**config.mk**
```make
export PLATFORM = sky130hd
export DESIGN_NAME = udb_uart
export DESIGN_NICKNAME = d
export VERILOG_FILES = /design/src/inc/udb_pkg.sv /design/src/verilog/udb_uart.sv
export SDC_FILE = /design/constraint.sdc
export NUM_CORES = 1
export LEC_CHECK = 0
export BUFFER_PORTS_ARGS = -buffer_cell sky130_fd_sc_hd__buf_4
export CAP_MARGIN = 20
export CORE_AREA = 2 2 163 165
export CTS_BUF_LIST = sky130_fd_sc_hd__clkbuf_8 sky130_fd_sc_hd__clkbuf_16
export CTS_CLUSTER_DIAMETER = 30
export DETAILED_ROUTE_END_ITERATION = 8
export DIE_AREA = 0 0 165 167
export GPL_TIMING_DRIVEN = 1
export PLACE_DENSITY = 0.84
export SLEW_MARGIN = 20
export SYNTH_ARGS = -nofsm -noshare
export SYNTH_HDL_FRONTEND = slang
export SYNTH_SLANG_ARGS = --single-unit
```
**constraint.sdc**
```tcl
create_clock -name aclk -period 3.4 [get_ports aclk]
set_clock_uncertainty 0.1 [all_clocks]
set_input_delay 0.68 -clock aclk [delete_from_list [all_inputs] [get_ports aclk]]
set_output_delay 0.68 -clock aclk [all_outputs]
set_load 0.01 [all_outputs]
```
**src/inc/udb_pkg.sv**
```systemverilog
// constants for the serial data buffer and baud clock select block
package udb_pkg;
    // register byte addresses
    localparam logic [7:0]  ADDR_DATA     = 8'h00;
    localparam logic [7:0]  ADDR_CTRL     = 8'h04;
    localparam logic [7:0]  ADDR_STAT     = 8'h08;
    // control field positions
    localparam int          CTRL_RUN      = 0;
    localparam int          CTRL_DIRECT   = 1;
    localparam int          CTRL_PSEL     = 2;
    localparam int          CTRL_RELOAD   = 8;
    // control reset values
    localparam logic        RUN_RST       = 1'b0;
    localparam logic        DIRECT_RST    = 1'b0;
    localparam logic [1:0]  PSEL_RST      = 2'h0;
    localparam logic [7:0]  RELOAD_RST    = 8'h00;
    // status field positions
    localparam int          STAT_BUSY     = 0;
    localparam int          STAT_RXFULL   = 1;
    localparam int          STAT_FFULL    = 2;
    localparam int          STAT_FEMPTY   = 3;
    // prescale select codes and divide ratios
    localparam logic [1:0]  PSEL_DIV12    = 2'h0;
    localparam logic [1:0]  PSEL_DIV4     = 2'h1;
    localparam logic [1:0]  PSEL_DIV48    = 2'h2;
    localparam logic [1:0]  PSEL_EXT8     = 2'h3;
    localparam logic [5:0]  DIV_12        = 6'h0c;
    localparam logic [5:0]  DIV_4         = 6'h04;
    localparam logic [5:0]  DIV_48        = 6'h30;
    localparam logic [5:0]  DIV_EXT       = 6'h08;
    // frame and buffer shape
    localparam int          DATA_W        = 8;
    localparam int          FIFO_DEPTH    = 32;
    localparam logic [3:0]  LAST_BIT      = 4'h9;
    localparam logic [7:0]  TIMER_TOP     = 8'hff;
    // bus responses
    localparam logic [1:0]  RESP_OKAY     = 2'h0;
    localparam logic [1:0]  RESP_DECERR   = 2'h3;
    // one-hot engine states
    typedef enum logic [1:0] {
        ST_IDLE = 2'b01,
        ST_BUSY = 2'b10
    } udb_state_t;
endpackage

```
**src/verilog/udb_uart.sv**
```systemverilog
// serial data buffer with transmit fifo, baud timers and axi-lite slave
//
// The placing of the registers and the AXI4-Lite interface to the registers are this design's own decisions.
`timescale 1ns/100ps
`default_nettype none
// How it works
// - one data address: writes go to transmit, reads return receive latch
// - written byte sits in transmit shifter until fully shifted out
// - writing the data buffer starts transmission only while the run bit is set
// - prescale field picks clock/12, /4, /48 or external oscillator/8
// - direct clock bit set: timer runs on undivided clock, prescale ignored
// - tx and rx baud ticks are timer overflows halved, one shared reload
// - start edge on receive pin forces receive timer reload
module udb_fifo #(
    parameter int WIDTH = 8,
    parameter int DEPTH = 32
) (
    // clock and reset
    input  wire logic             aclk,
    input  wire logic             aresetn,
    // fill side
    input  wire logic             in_valid,
    output logic                  in_ready,
    input  wire logic [WIDTH-1:0] in_data,
    // drain side
    output logic                  out_valid,
    input  wire logic             out_ready,
    output logic      [WIDTH-1:0] out_data
);
    localparam int AW = $clog2(DEPTH);
    logic [WIDTH-1:0] mem [DEPTH];
    logic [AW:0]      wptr;
    logic [AW:0]      rptr;

    assign in_ready  = (wptr ^ rptr) != {1'b1, {AW{1'b0}}};
    assign out_valid = wptr != rptr;
    assign out_data  = mem[rptr[AW-1:0]];

    always_ff @(posedge aclk) begin
        if (in_valid && in_ready) begin
            mem[wptr[AW-1:0]] <= in_data;
        end
    end

    always_ff @(posedge aclk) begin
        if (!aresetn) begin
            wptr <= '0;
            rptr <= '0;
        end else begin
            if (in_valid && in_ready) begin
                wptr <= wptr + 1'b1;
            end
            if (out_valid && out_ready) begin
                rptr <= rptr + 1'b1;
            end
        end
    end
endmodule

////////////////////////////////////////////////////////////////////////////
module udb_uart (
    // clock and reset
    input  wire logic        aclk,
    input  wire logic        aresetn,
    // axi4-lite write address and data
    input  wire logic        awvalid,
    output logic             awready,
    input  wire logic [7:0]  awaddr,
    input  wire logic        wvalid,
    output logic             wready,
    input  wire logic [31:0] wdata,
    input  wire logic [3:0]  wstrb,
    // axi4-lite write response
    output logic             bvalid,
    input  wire logic        bready,
    output logic      [1:0]  bresp,
    // axi4-lite read
    input  wire logic        arvalid,
    output logic             arready,
    input  wire logic [7:0]  araddr,
    output logic             rvalid,
    input  wire logic        rready,
    output logic      [31:0] rdata,
    output logic      [1:0]  rresp,
    // serial pins and oscillator
    input  wire logic        external_oscillator_clock,
    input  wire logic        serial_rx,
    output logic             serial_tx
);
    function automatic logic [5:0] presc_div(input logic [1:0] sel);
        unique case (sel)
            udb_pkg::PSEL_DIV12: presc_div = udb_pkg::DIV_12;
            udb_pkg::PSEL_DIV4:  presc_div = udb_pkg::DIV_4;
            udb_pkg::PSEL_DIV48: presc_div = udb_pkg::DIV_48;
            udb_pkg::PSEL_EXT8:  presc_div = udb_pkg::DIV_EXT;
        endcase
    endfunction

    logic                    run;
    logic                    baud_timer_direct_clock_select;
    logic [1:0]              timer_prescale_select;
    logic [7:0]              baud_timer_reload_byte;
    logic                    have_aw;
    logic                    have_w;
    logic [7:0]              waddr;
    logic [31:0]             wdat;
    logic [3:0]              wstb;
    logic                    fifo_in_valid;
    logic                    fifo_in_ready;
    logic                    fifo_out_valid;
    logic                    fifo_out_ready;
    logic [7:0]              fifo_out_data;
    logic                    wr_go;
    logic                    ctrl_wr;
    logic                    data_rd;
    logic                    ext_q1;
    logic                    ext_q2;
    logic                    ext_q3;
    logic [5:0]              presc_cnt;
    logic                    presc_tick;
    logic                    timer_tick;
    logic [7:0]              baud_timer_count_byte;
    logic                    tx_half;
    logic                    tx_ovf;
    logic                    tx_baud;
    logic [7:0]              rx_cnt;
    logic                    rx_half;
    logic                    rx_ovf;
    logic                    rx_q1;
    logic                    rx_q2;
    logic                    rx_q3;
    logic                    start_det;
    udb_pkg::udb_state_t     tx_state;
    udb_pkg::udb_state_t     rx_state;
    logic [9:0]              tx_shift;
    logic [3:0]              tx_bits;
    logic [7:0]              rx_shift;
    logic [3:0]              rx_bits;
    logic [7:0]              serial_data_buffer;
    logic                    rx_full;

    ////////////////////////////////////////////////////////////////////////
    // transmit buffer
    // data address write feeds transmit side
    assign wr_go = have_aw && have_w && !bvalid &&
                   (waddr != udb_pkg::ADDR_DATA || !wstb[0] || fifo_in_ready);
    assign fifo_in_valid = have_aw && have_w && !bvalid && wstb[0] &&
                           waddr == udb_pkg::ADDR_DATA;
    assign ctrl_wr = wr_go && waddr == udb_pkg::ADDR_CTRL;
    assign data_rd = arvalid && arready && araddr == udb_pkg::ADDR_DATA;
    assign fifo_out_ready = tx_state == udb_pkg::ST_IDLE && run;

    udb_fifo #(.WIDTH(udb_pkg::DATA_W), .DEPTH(udb_pkg::FIFO_DEPTH)) u_fifo (
        .aclk      (aclk),
        .aresetn   (aresetn),
        .in_valid  (fifo_in_valid),
        .in_ready  (fifo_in_ready),
        .in_data   (wdat[7:0]),
        .out_valid (fifo_out_valid),
        .out_ready (fifo_out_ready),
        .out_data  (fifo_out_data)
    );

    ////////////////////////////////////////////////////////////////////////
    // axi4-lite write channel
    always_ff @(posedge aclk) begin
        if (!aresetn) begin
            have_aw <= 1'b0;
            have_w  <= 1'b0;
            awready <= 1'b0;
            wready  <= 1'b0;
            waddr   <= 8'h00;
            wdat    <= 32'h0000_0000;
            wstb    <= 4'h0;
            bvalid  <= 1'b0;
            bresp   <= udb_pkg::RESP_OKAY;
        end else begin
            awready <= !have_aw && !(awvalid && awready);
            wready  <= !have_w && !(wvalid && wready);
            if (awvalid && awready) begin
                have_aw <= 1'b1;
                waddr   <= awaddr;
            end
            if (wvalid && wready) begin
                have_w <= 1'b1;
                wdat   <= wdata;
                wstb   <= wstrb;
            end
            if (wr_go) begin
                have_aw <= 1'b0;
                have_w  <= 1'b0;
                bvalid  <= 1'b1;
                bresp   <= (waddr == udb_pkg::ADDR_DATA ||
                            waddr == udb_pkg::ADDR_CTRL ||
                            waddr == udb_pkg::ADDR_STAT) ?
                           udb_pkg::RESP_OKAY : udb_pkg::RESP_DECERR;
            end else if (bvalid && bready) begin
                bvalid <= 1'b0;
            end
        end
    end

    // control register
    always_ff @(posedge aclk) begin
        if (!aresetn) begin
            run                            <= udb_pkg::RUN_RST;
            baud_timer_direct_clock_select <= udb_pkg::DIRECT_RST;
            timer_prescale_select          <= udb_pkg::PSEL_RST;
            baud_timer_reload_byte         <= udb_pkg::RELOAD_RST;
        end else if (ctrl_wr) begin
            if (wstb[0]) begin
                run <= wdat[udb_pkg::CTRL_RUN];
                baud_timer_direct_clock_select <= wdat[udb_pkg::CTRL_DIRECT];
                timer_prescale_select <= wdat[udb_pkg::CTRL_PSEL +: 2];
            end
            if (wstb[1]) begin
                baud_timer_reload_byte <= wdat[udb_pkg::CTRL_RELOAD +: 8];
            end
        end
    end

    ////////////////////////////////////////////////////////////////////////
    // axi4-lite read channel
    always_ff @(posedge aclk) begin
        if (!aresetn) begin
            arready <= 1'b0;
            rvalid  <= 1'b0;
            rdata   <= 32'h0000_0000;
            rresp   <= udb_pkg::RESP_OKAY;
        end else begin
            arready <= !rvalid && !(arvalid && arready);
            if (arvalid && arready) begin
                rvalid <= 1'b1;
                rresp  <= udb_pkg::RESP_OKAY;
                rdata  <= 32'h0000_0000;
                unique case (araddr)
                    // data address read returns receive latch
                    udb_pkg::ADDR_DATA: rdata[7:0] <= serial_data_buffer;
                    udb_pkg::ADDR_CTRL: begin
                        rdata[udb_pkg::CTRL_RUN]    <= run;
                        rdata[udb_pkg::CTRL_DIRECT] <=
                            baud_timer_direct_clock_select;
                        rdata[udb_pkg::CTRL_PSEL +: 2] <=
                            timer_prescale_select;
                        rdata[udb_pkg::CTRL_RELOAD +: 8] <=
                            baud_timer_reload_byte;
                    end
                    udb_pkg::ADDR_STAT: begin
                        rdata[udb_pkg::STAT_BUSY] <=
                            tx_state == udb_pkg::ST_BUSY || fifo_out_valid;
                        rdata[udb_pkg::STAT_RXFULL] <= rx_full;
                        rdata[udb_pkg::STAT_FFULL]  <= !fifo_in_ready;
                        rdata[udb_pkg::STAT_FEMPTY] <= !fifo_out_valid;
                    end
                    default: rresp <= udb_pkg::RESP_DECERR;
                endcase
            end else if (rvalid && rready) begin
                rvalid <= 1'b0;
            end
        end
    end

    ////////////////////////////////////////////////////////////////////////
    // baud timer clock select
    always_ff @(posedge aclk) begin
        if (!aresetn) begin
            ext_q1 <= 1'b0;
            ext_q2 <= 1'b0;
            ext_q3 <= 1'b0;
        end else begin
            ext_q1 <= external_oscillator_clock;
            ext_q2 <= ext_q1;
            ext_q3 <= ext_q2;
        end
    end

    // prescaler counts clocks or oscillator edges
    always_ff @(posedge aclk) begin
        if (!aresetn || ctrl_wr) begin
            presc_cnt <= 6'h00;
        end else if (timer_prescale_select != udb_pkg::PSEL_EXT8 ||
                     (ext_q2 && !ext_q3)) begin
            presc_cnt <= presc_tick ? 6'h00 : presc_cnt + 6'h01;
        end
    end
    assign presc_tick = presc_cnt == presc_div(timer_prescale_select) - 6'h01
                        && (timer_prescale_select != udb_pkg::PSEL_EXT8 ||
                            (ext_q2 && !ext_q3));
    assign timer_tick = run && (baud_timer_direct_clock_select || presc_tick);

    ////////////////////////////////////////////////////////////////////////
    // auto-reload timers, overflows halved
    assign tx_ovf  = timer_tick && baud_timer_count_byte == udb_pkg::TIMER_TOP;
    assign rx_ovf  = timer_tick && rx_cnt == udb_pkg::TIMER_TOP;
    assign tx_baud = tx_ovf && tx_half;

    always_ff @(posedge aclk) begin
        if (!aresetn) begin
            baud_timer_count_byte <= 8'h00;
            tx_half               <= 1'b0;
        end else if (tx_ovf) begin
            baud_timer_count_byte <= baud_timer_reload_byte;
            tx_half               <= !tx_half;
        end else if (timer_tick) begin
            baud_timer_count_byte <= baud_timer_count_byte + 8'h01;
        end
    end

    always_ff @(posedge aclk) begin
        if (!aresetn) begin
            rx_cnt  <= 8'h00;
            rx_half <= 1'b0;
        end else if (start_det) begin
            rx_cnt  <= baud_timer_reload_byte;
            rx_half <= 1'b0;
        end else if (rx_ovf) begin
            rx_cnt  <= baud_timer_reload_byte;
            rx_half <= !rx_half;
        end else if (timer_tick) begin
            rx_cnt <= rx_cnt + 8'h01;
        end
    end

    ////////////////////////////////////////////////////////////////////////
    // transmitter
    always_ff @(posedge aclk) begin
        if (!aresetn) begin
            tx_state  <= udb_pkg::ST_IDLE;
            tx_shift  <= 10'h3ff;
            tx_bits   <= 4'h0;
            serial_tx <= 1'b1;
        end else begin
            serial_tx <= tx_state == udb_pkg::ST_BUSY ? tx_shift[0] : 1'b1;
            unique case (tx_state)
                udb_pkg::ST_IDLE: begin
                    if (fifo_out_valid && fifo_out_ready) begin
                        tx_shift <= {1'b1, fifo_out_data, 1'b0};
                        tx_bits  <= 4'h0;
                        tx_state <= udb_pkg::ST_BUSY;
                    end
                end
                udb_pkg::ST_BUSY: begin
                    // hold byte until last bit is out
                    if (tx_baud) begin
                        tx_shift <= {1'b1, tx_shift[9:1]};
                        tx_bits  <= tx_bits + 4'h1;
                        if (tx_bits == udb_pkg::LAST_BIT) begin
                            tx_state <= udb_pkg::ST_IDLE;
                        end
                    end
                end
            endcase
        end
    end

    ////////////////////////////////////////////////////////////////////////
    // receiver
    always_ff @(posedge aclk) begin
        if (!aresetn) begin
            rx_q1 <= 1'b1;
            rx_q2 <= 1'b1;
            rx_q3 <= 1'b1;
        end else begin
            rx_q1 <= serial_rx;
            rx_q2 <= rx_q1;
            rx_q3 <= rx_q2;
        end
    end
    assign start_det = run && rx_state == udb_pkg::ST_IDLE && rx_q3 && !rx_q2;

    always_ff @(posedge aclk) begin
        if (!aresetn) begin
            rx_state           <= udb_pkg::ST_IDLE;
            rx_shift           <= 8'h00;
            rx_bits            <= 4'h0;
            serial_data_buffer <= 8'h00;
            rx_full            <= 1'b0;
        end else begin
            if (data_rd) begin
                rx_full <= 1'b0;
            end
            unique case (rx_state)
                udb_pkg::ST_IDLE: begin
                    if (start_det) begin
                        rx_bits  <= 4'h0;
                        rx_state <= udb_pkg::ST_BUSY;
                    end
                end
                udb_pkg::ST_BUSY: begin
                    if (rx_ovf && !rx_half) begin
                        rx_bits  <= rx_bits + 4'h1;
                        rx_shift <= {rx_q2, rx_shift[7:1]};
                        if (rx_bits == 4'h0 && rx_q2) begin
                            rx_state <= udb_pkg::ST_IDLE;
                        end
                        if (rx_bits == udb_pkg::LAST_BIT) begin
                            rx_shift           <= rx_shift;
                            serial_data_buffer <= rx_shift;
                            rx_full            <= 1'b1;
                            rx_state           <= udb_pkg::ST_IDLE;
                        end
                    end
                end
            endcase
        end
    end

    ////////////////////////////////////////////////////////////////////////
    // checks
    property p_rd_latch;
        @(posedge aclk) disable iff (!aresetn)
        data_rd |=> rdata[7:0] == $past(serial_data_buffer) && rvalid;
    endproperty
    a_rd_latch: assert property (p_rd_latch) else $error("bad data read");

    property p_tx_hold;
        @(posedge aclk) disable iff (!aresetn)
        tx_state == udb_pkg::ST_BUSY && !tx_baud |=> $stable(tx_shift);
    endproperty
    a_tx_hold: assert property (p_tx_hold) else $error("tx byte lost");

    property p_tx_start;
        @(posedge aclk) disable iff (!aresetn)
        fifo_out_valid && fifo_out_ready |=>
            tx_state == udb_pkg::ST_BUSY ##1 !serial_tx;
    endproperty
    a_tx_start: assert property (p_tx_start) else $error("no tx start");

    property p_div4;
        @(posedge aclk) disable iff (!aresetn || ctrl_wr)
        presc_tick && timer_prescale_select == udb_pkg::PSEL_DIV4 |=>
            !presc_tick [*3] ##1 presc_tick;
    endproperty
    a_div4: assert property (p_div4) else $error("bad div4 spacing");

    property p_direct;
        @(posedge aclk) disable iff (!aresetn)
        run && baud_timer_direct_clock_select && !tx_ovf |=>
            baud_timer_count_byte == $past(baud_timer_count_byte) + 8'h01;
    endproperty
    a_direct: assert property (p_direct) else $error("direct not ticking");

    property p_tx_reload;
        @(posedge aclk) disable iff (!aresetn)
        tx_ovf |=> baud_timer_count_byte == $past(baud_timer_reload_byte)
                   && tx_half != $past(tx_half);
    endproperty
    a_tx_reload: assert property (p_tx_reload) else $error("bad reload");

    property p_rx_force;
        @(posedge aclk) disable iff (!aresetn)
        start_det |=> rx_cnt == $past(baud_timer_reload_byte) && !rx_half;
    endproperty
    a_rx_force: assert property (p_rx_force) else $error("no rx reload");

    c_tx_frame: cover property (@(posedge aclk) disable iff (!aresetn)
        tx_state == udb_pkg::ST_BUSY ##1 tx_state == udb_pkg::ST_IDLE);
    c_rx_byte: cover property (@(posedge aclk) disable iff (!aresetn)
        $rose(rx_full));
    c_fifo_full: cover property (@(posedge aclk) disable iff (!aresetn)
        !fifo_in_ready);
endmodule
`default_nettype wire

```
==> out/results.tsv <==
metric	value	unit
status	finished, final reports clean	
die_w	165	microns
vias	11300	
cts_buffers	59	
drive_gt1_frac	0.211	
synth-seq-cells	405	
ys_types	73	
setup_viol	0	
syn_area_per_cell	13.1	sq um
hold_class	primary input to flop	
gp_congestion	0.885	
cts_resized	0	
via_per_inst	6.40	
nets	1458	
cts.path.max_buffers	3	
worstSetupPathType	flop to flop	
fin_setup_tns	0	ns
grt_pass1_vias	11500	
wirelength	40000	microns
grt_max_degree	51	
yosysSeqAreaShare	0.643	
crit_required	3.58	ns
r2r_slack	0.30	ns
drc	0	
period_share	0.911	
place_hpwl	23700	microns
hold_viol	0	
grtUsageTotal	0.297	
fin_crit	3.10	ns
antenna_found_initial	0	
route.antenna.remaining_nets	0	
start_util	0.644	
path_max_fanout	10	
endpoint_kind	flop	
utilization	0.762	
slew_headroom	0.222	
die-area	27600	sq um
h-tree-depth	2	
p_total	11.6	mW
rows	59	
drv_cap	0	
area_growth	18.4	%
wl_per_cell	22.6	microns
slew_viol_final	0	
leakagePower	7.01	nW
cp.arrival	3.28	ns
cts_sinks	405	
worstMarginPinSlew	1.17	ns
power_density	590	nW/um^2
synth_flop_cell	edfxtp_1	
startpoint_type	flop	
synth_edf_count	256	
dp_cells	1658	
cts-root-buf	clkbuf_16	
peakVddDrop	445	uV
diodes	0	
core	25800	sq um
die_h	167	microns
ios	103	
postCtsHoldBufs	0	
ys_warn_count	0	
max_freq	323	MHz
rsz0062_at_grt	no	
hold_ws	0.191	ns
clock_latency	0.58	ns
netlist_area	16600	sq um
synthCells	1262	
firstDrtPassIters	6	
nFillCells	1372	
grt_pass1_wl	62600	microns
synthArstFlopShare	0	
cts_tree	done	
port_buffers	68	
layout_commonest_cell	edfxtp_1	
grt_overflow	0	
clk_pin_slew	0.06	ns
instances_no_fill	1767	
postCtsSetupBuffers	0	
first_iter_violations	1455	
most-common-layout-cells	edfxtp_1, dfxtp_1, nand2_1, buf_4, nor2_1	
==> sequential cells by signal (all words and copies together) (netlist names), 8 cells and up, named ones only <==
register,flops
rx_shift,8
u_fifo.mem,256
wdat,16
baud_timer_reload_byte,8
serial_data_buffer,8
tx_shift,9
rx_cnt,8
baud_timer_count_byte,8
rdata,16
waddr,8
==> final timing paths <==
path / start / to / cells past startpoint
worst max-delay path: u_fifo.wptr[3]$_SDFFE_PN0P_ / u_fifo.mem[24][2]$_DFFE_PP_ / 6
worst min-delay path: serial_rx / rx_q1$_SDFF_PN1_ / 2
worst max register to register: u_fifo.wptr[3]$_SDFFE_PN0P_ / u_fifo.mem[24][2]$_DFFE_PP_ / 6
worst min register to register: rx_q1$_SDFF_PN1_ / rx_q2$_SDFF_PN1_ / 1
==> worst max-delay path, cell delays in order, from the launching register on <==
cell,delay [ns]
dfxtp_1,0.67
xor2_1,0.24
nor2_1,0.15
a311oi_4,0.59
nand2_1,0.45
nor2_1,0.37
buf_4,0.23
==> stage by stage <==
stage          setup slack (ns)  area [sq um]
5_1_grt                   0.241         19600
4_1_cts                   0.411         19600
6_report                  0.303         19600
3_5_place_dp              0.643         17600
2_1_floorplan              1.07         16700
3_3_place_gp              0.728         17600
==> layer usage <==
| layer | track usage | up-vias | routed length (microns) |
|---|---|---|---|
| met5 | 0 | - | 0 |
| met1 | 0.398 | 5480 | 15000 |
| met4 | 0.129 | 0 | 1600 |
| li1 | - | 4958 | - |
| met3 | 0.0563 | 148 | 3970 |
| met2 | 0.476 | 720 | 19300 |
==> logic make-up (layout without fill, tap and decap cells) <==
family                   count (synthesis)  count (layout)  synth area share
multiplexers                           120             120             0.107
buffers and inverters                   95             250            0.0317
other                                    1              16          0.000226
flip-flops                             405             405             0.643
AO/OA/AOI/OAI                          191             191            0.0779
AND/OR/NAND/NOR                        415             415             0.119
XOR/XNOR                                22              22            0.0116
adder cells (fa/ha/maj)                 13              13           0.00980
==> cells in the mapped netlist (10+ instances only) <==
cell type | number | area, sq um
a21oi_1 | 68 | 340
nand2_1 | 125 | 469
and3_1 | 14 | 87.6
mux4_2 | 45 | 1010
nor2b_1 | 17 | 106
mux2i_1 | 71 | 711
nor3_1 | 16 | 80.1
edfxtp_1 | 256 | 7690
inv_1 | 12 | 45.0
o21ai_0 | 23 | 115
a22o_1 | 15 | 131
nand2b_1 | 13 | 81.3
xor2_1 | 15 | 131
nor2_1 | 124 | 465
nand3_1 | 34 | 170
buf_4 | 24 | 180
o211ai_1 | 11 | 82.6
clkbuf_1 | 38 | 143
and2_1 | 10 | 62.6
nand4_1 | 21 | 131
dfxtp_1 | 149 | 2980
ha_1 | 13 | 163
==> power by group <==
part	switching [mW]	internal, mW
sequential	0.0575	5.25
clock	2.32	3.75
combinational	0.122	0.0787
==> area by class of cell <==
class / instances / area, sq um / area share
clock buffers: 62 / 1550 / 0.0790
clock inverters: 47 / 467 / 0.0238
inverters: 12 / 45.0 / 0.00229
multi-input cells: 777 / 5460 / 0.278
flip-flops and latches: 405 / 10700 / 0.544
well taps: 335 / 419 / 0.0213
repair buffers: 129 / 1020 / 0.0519
Note: power is estimated with default switching activity, not from simulation.
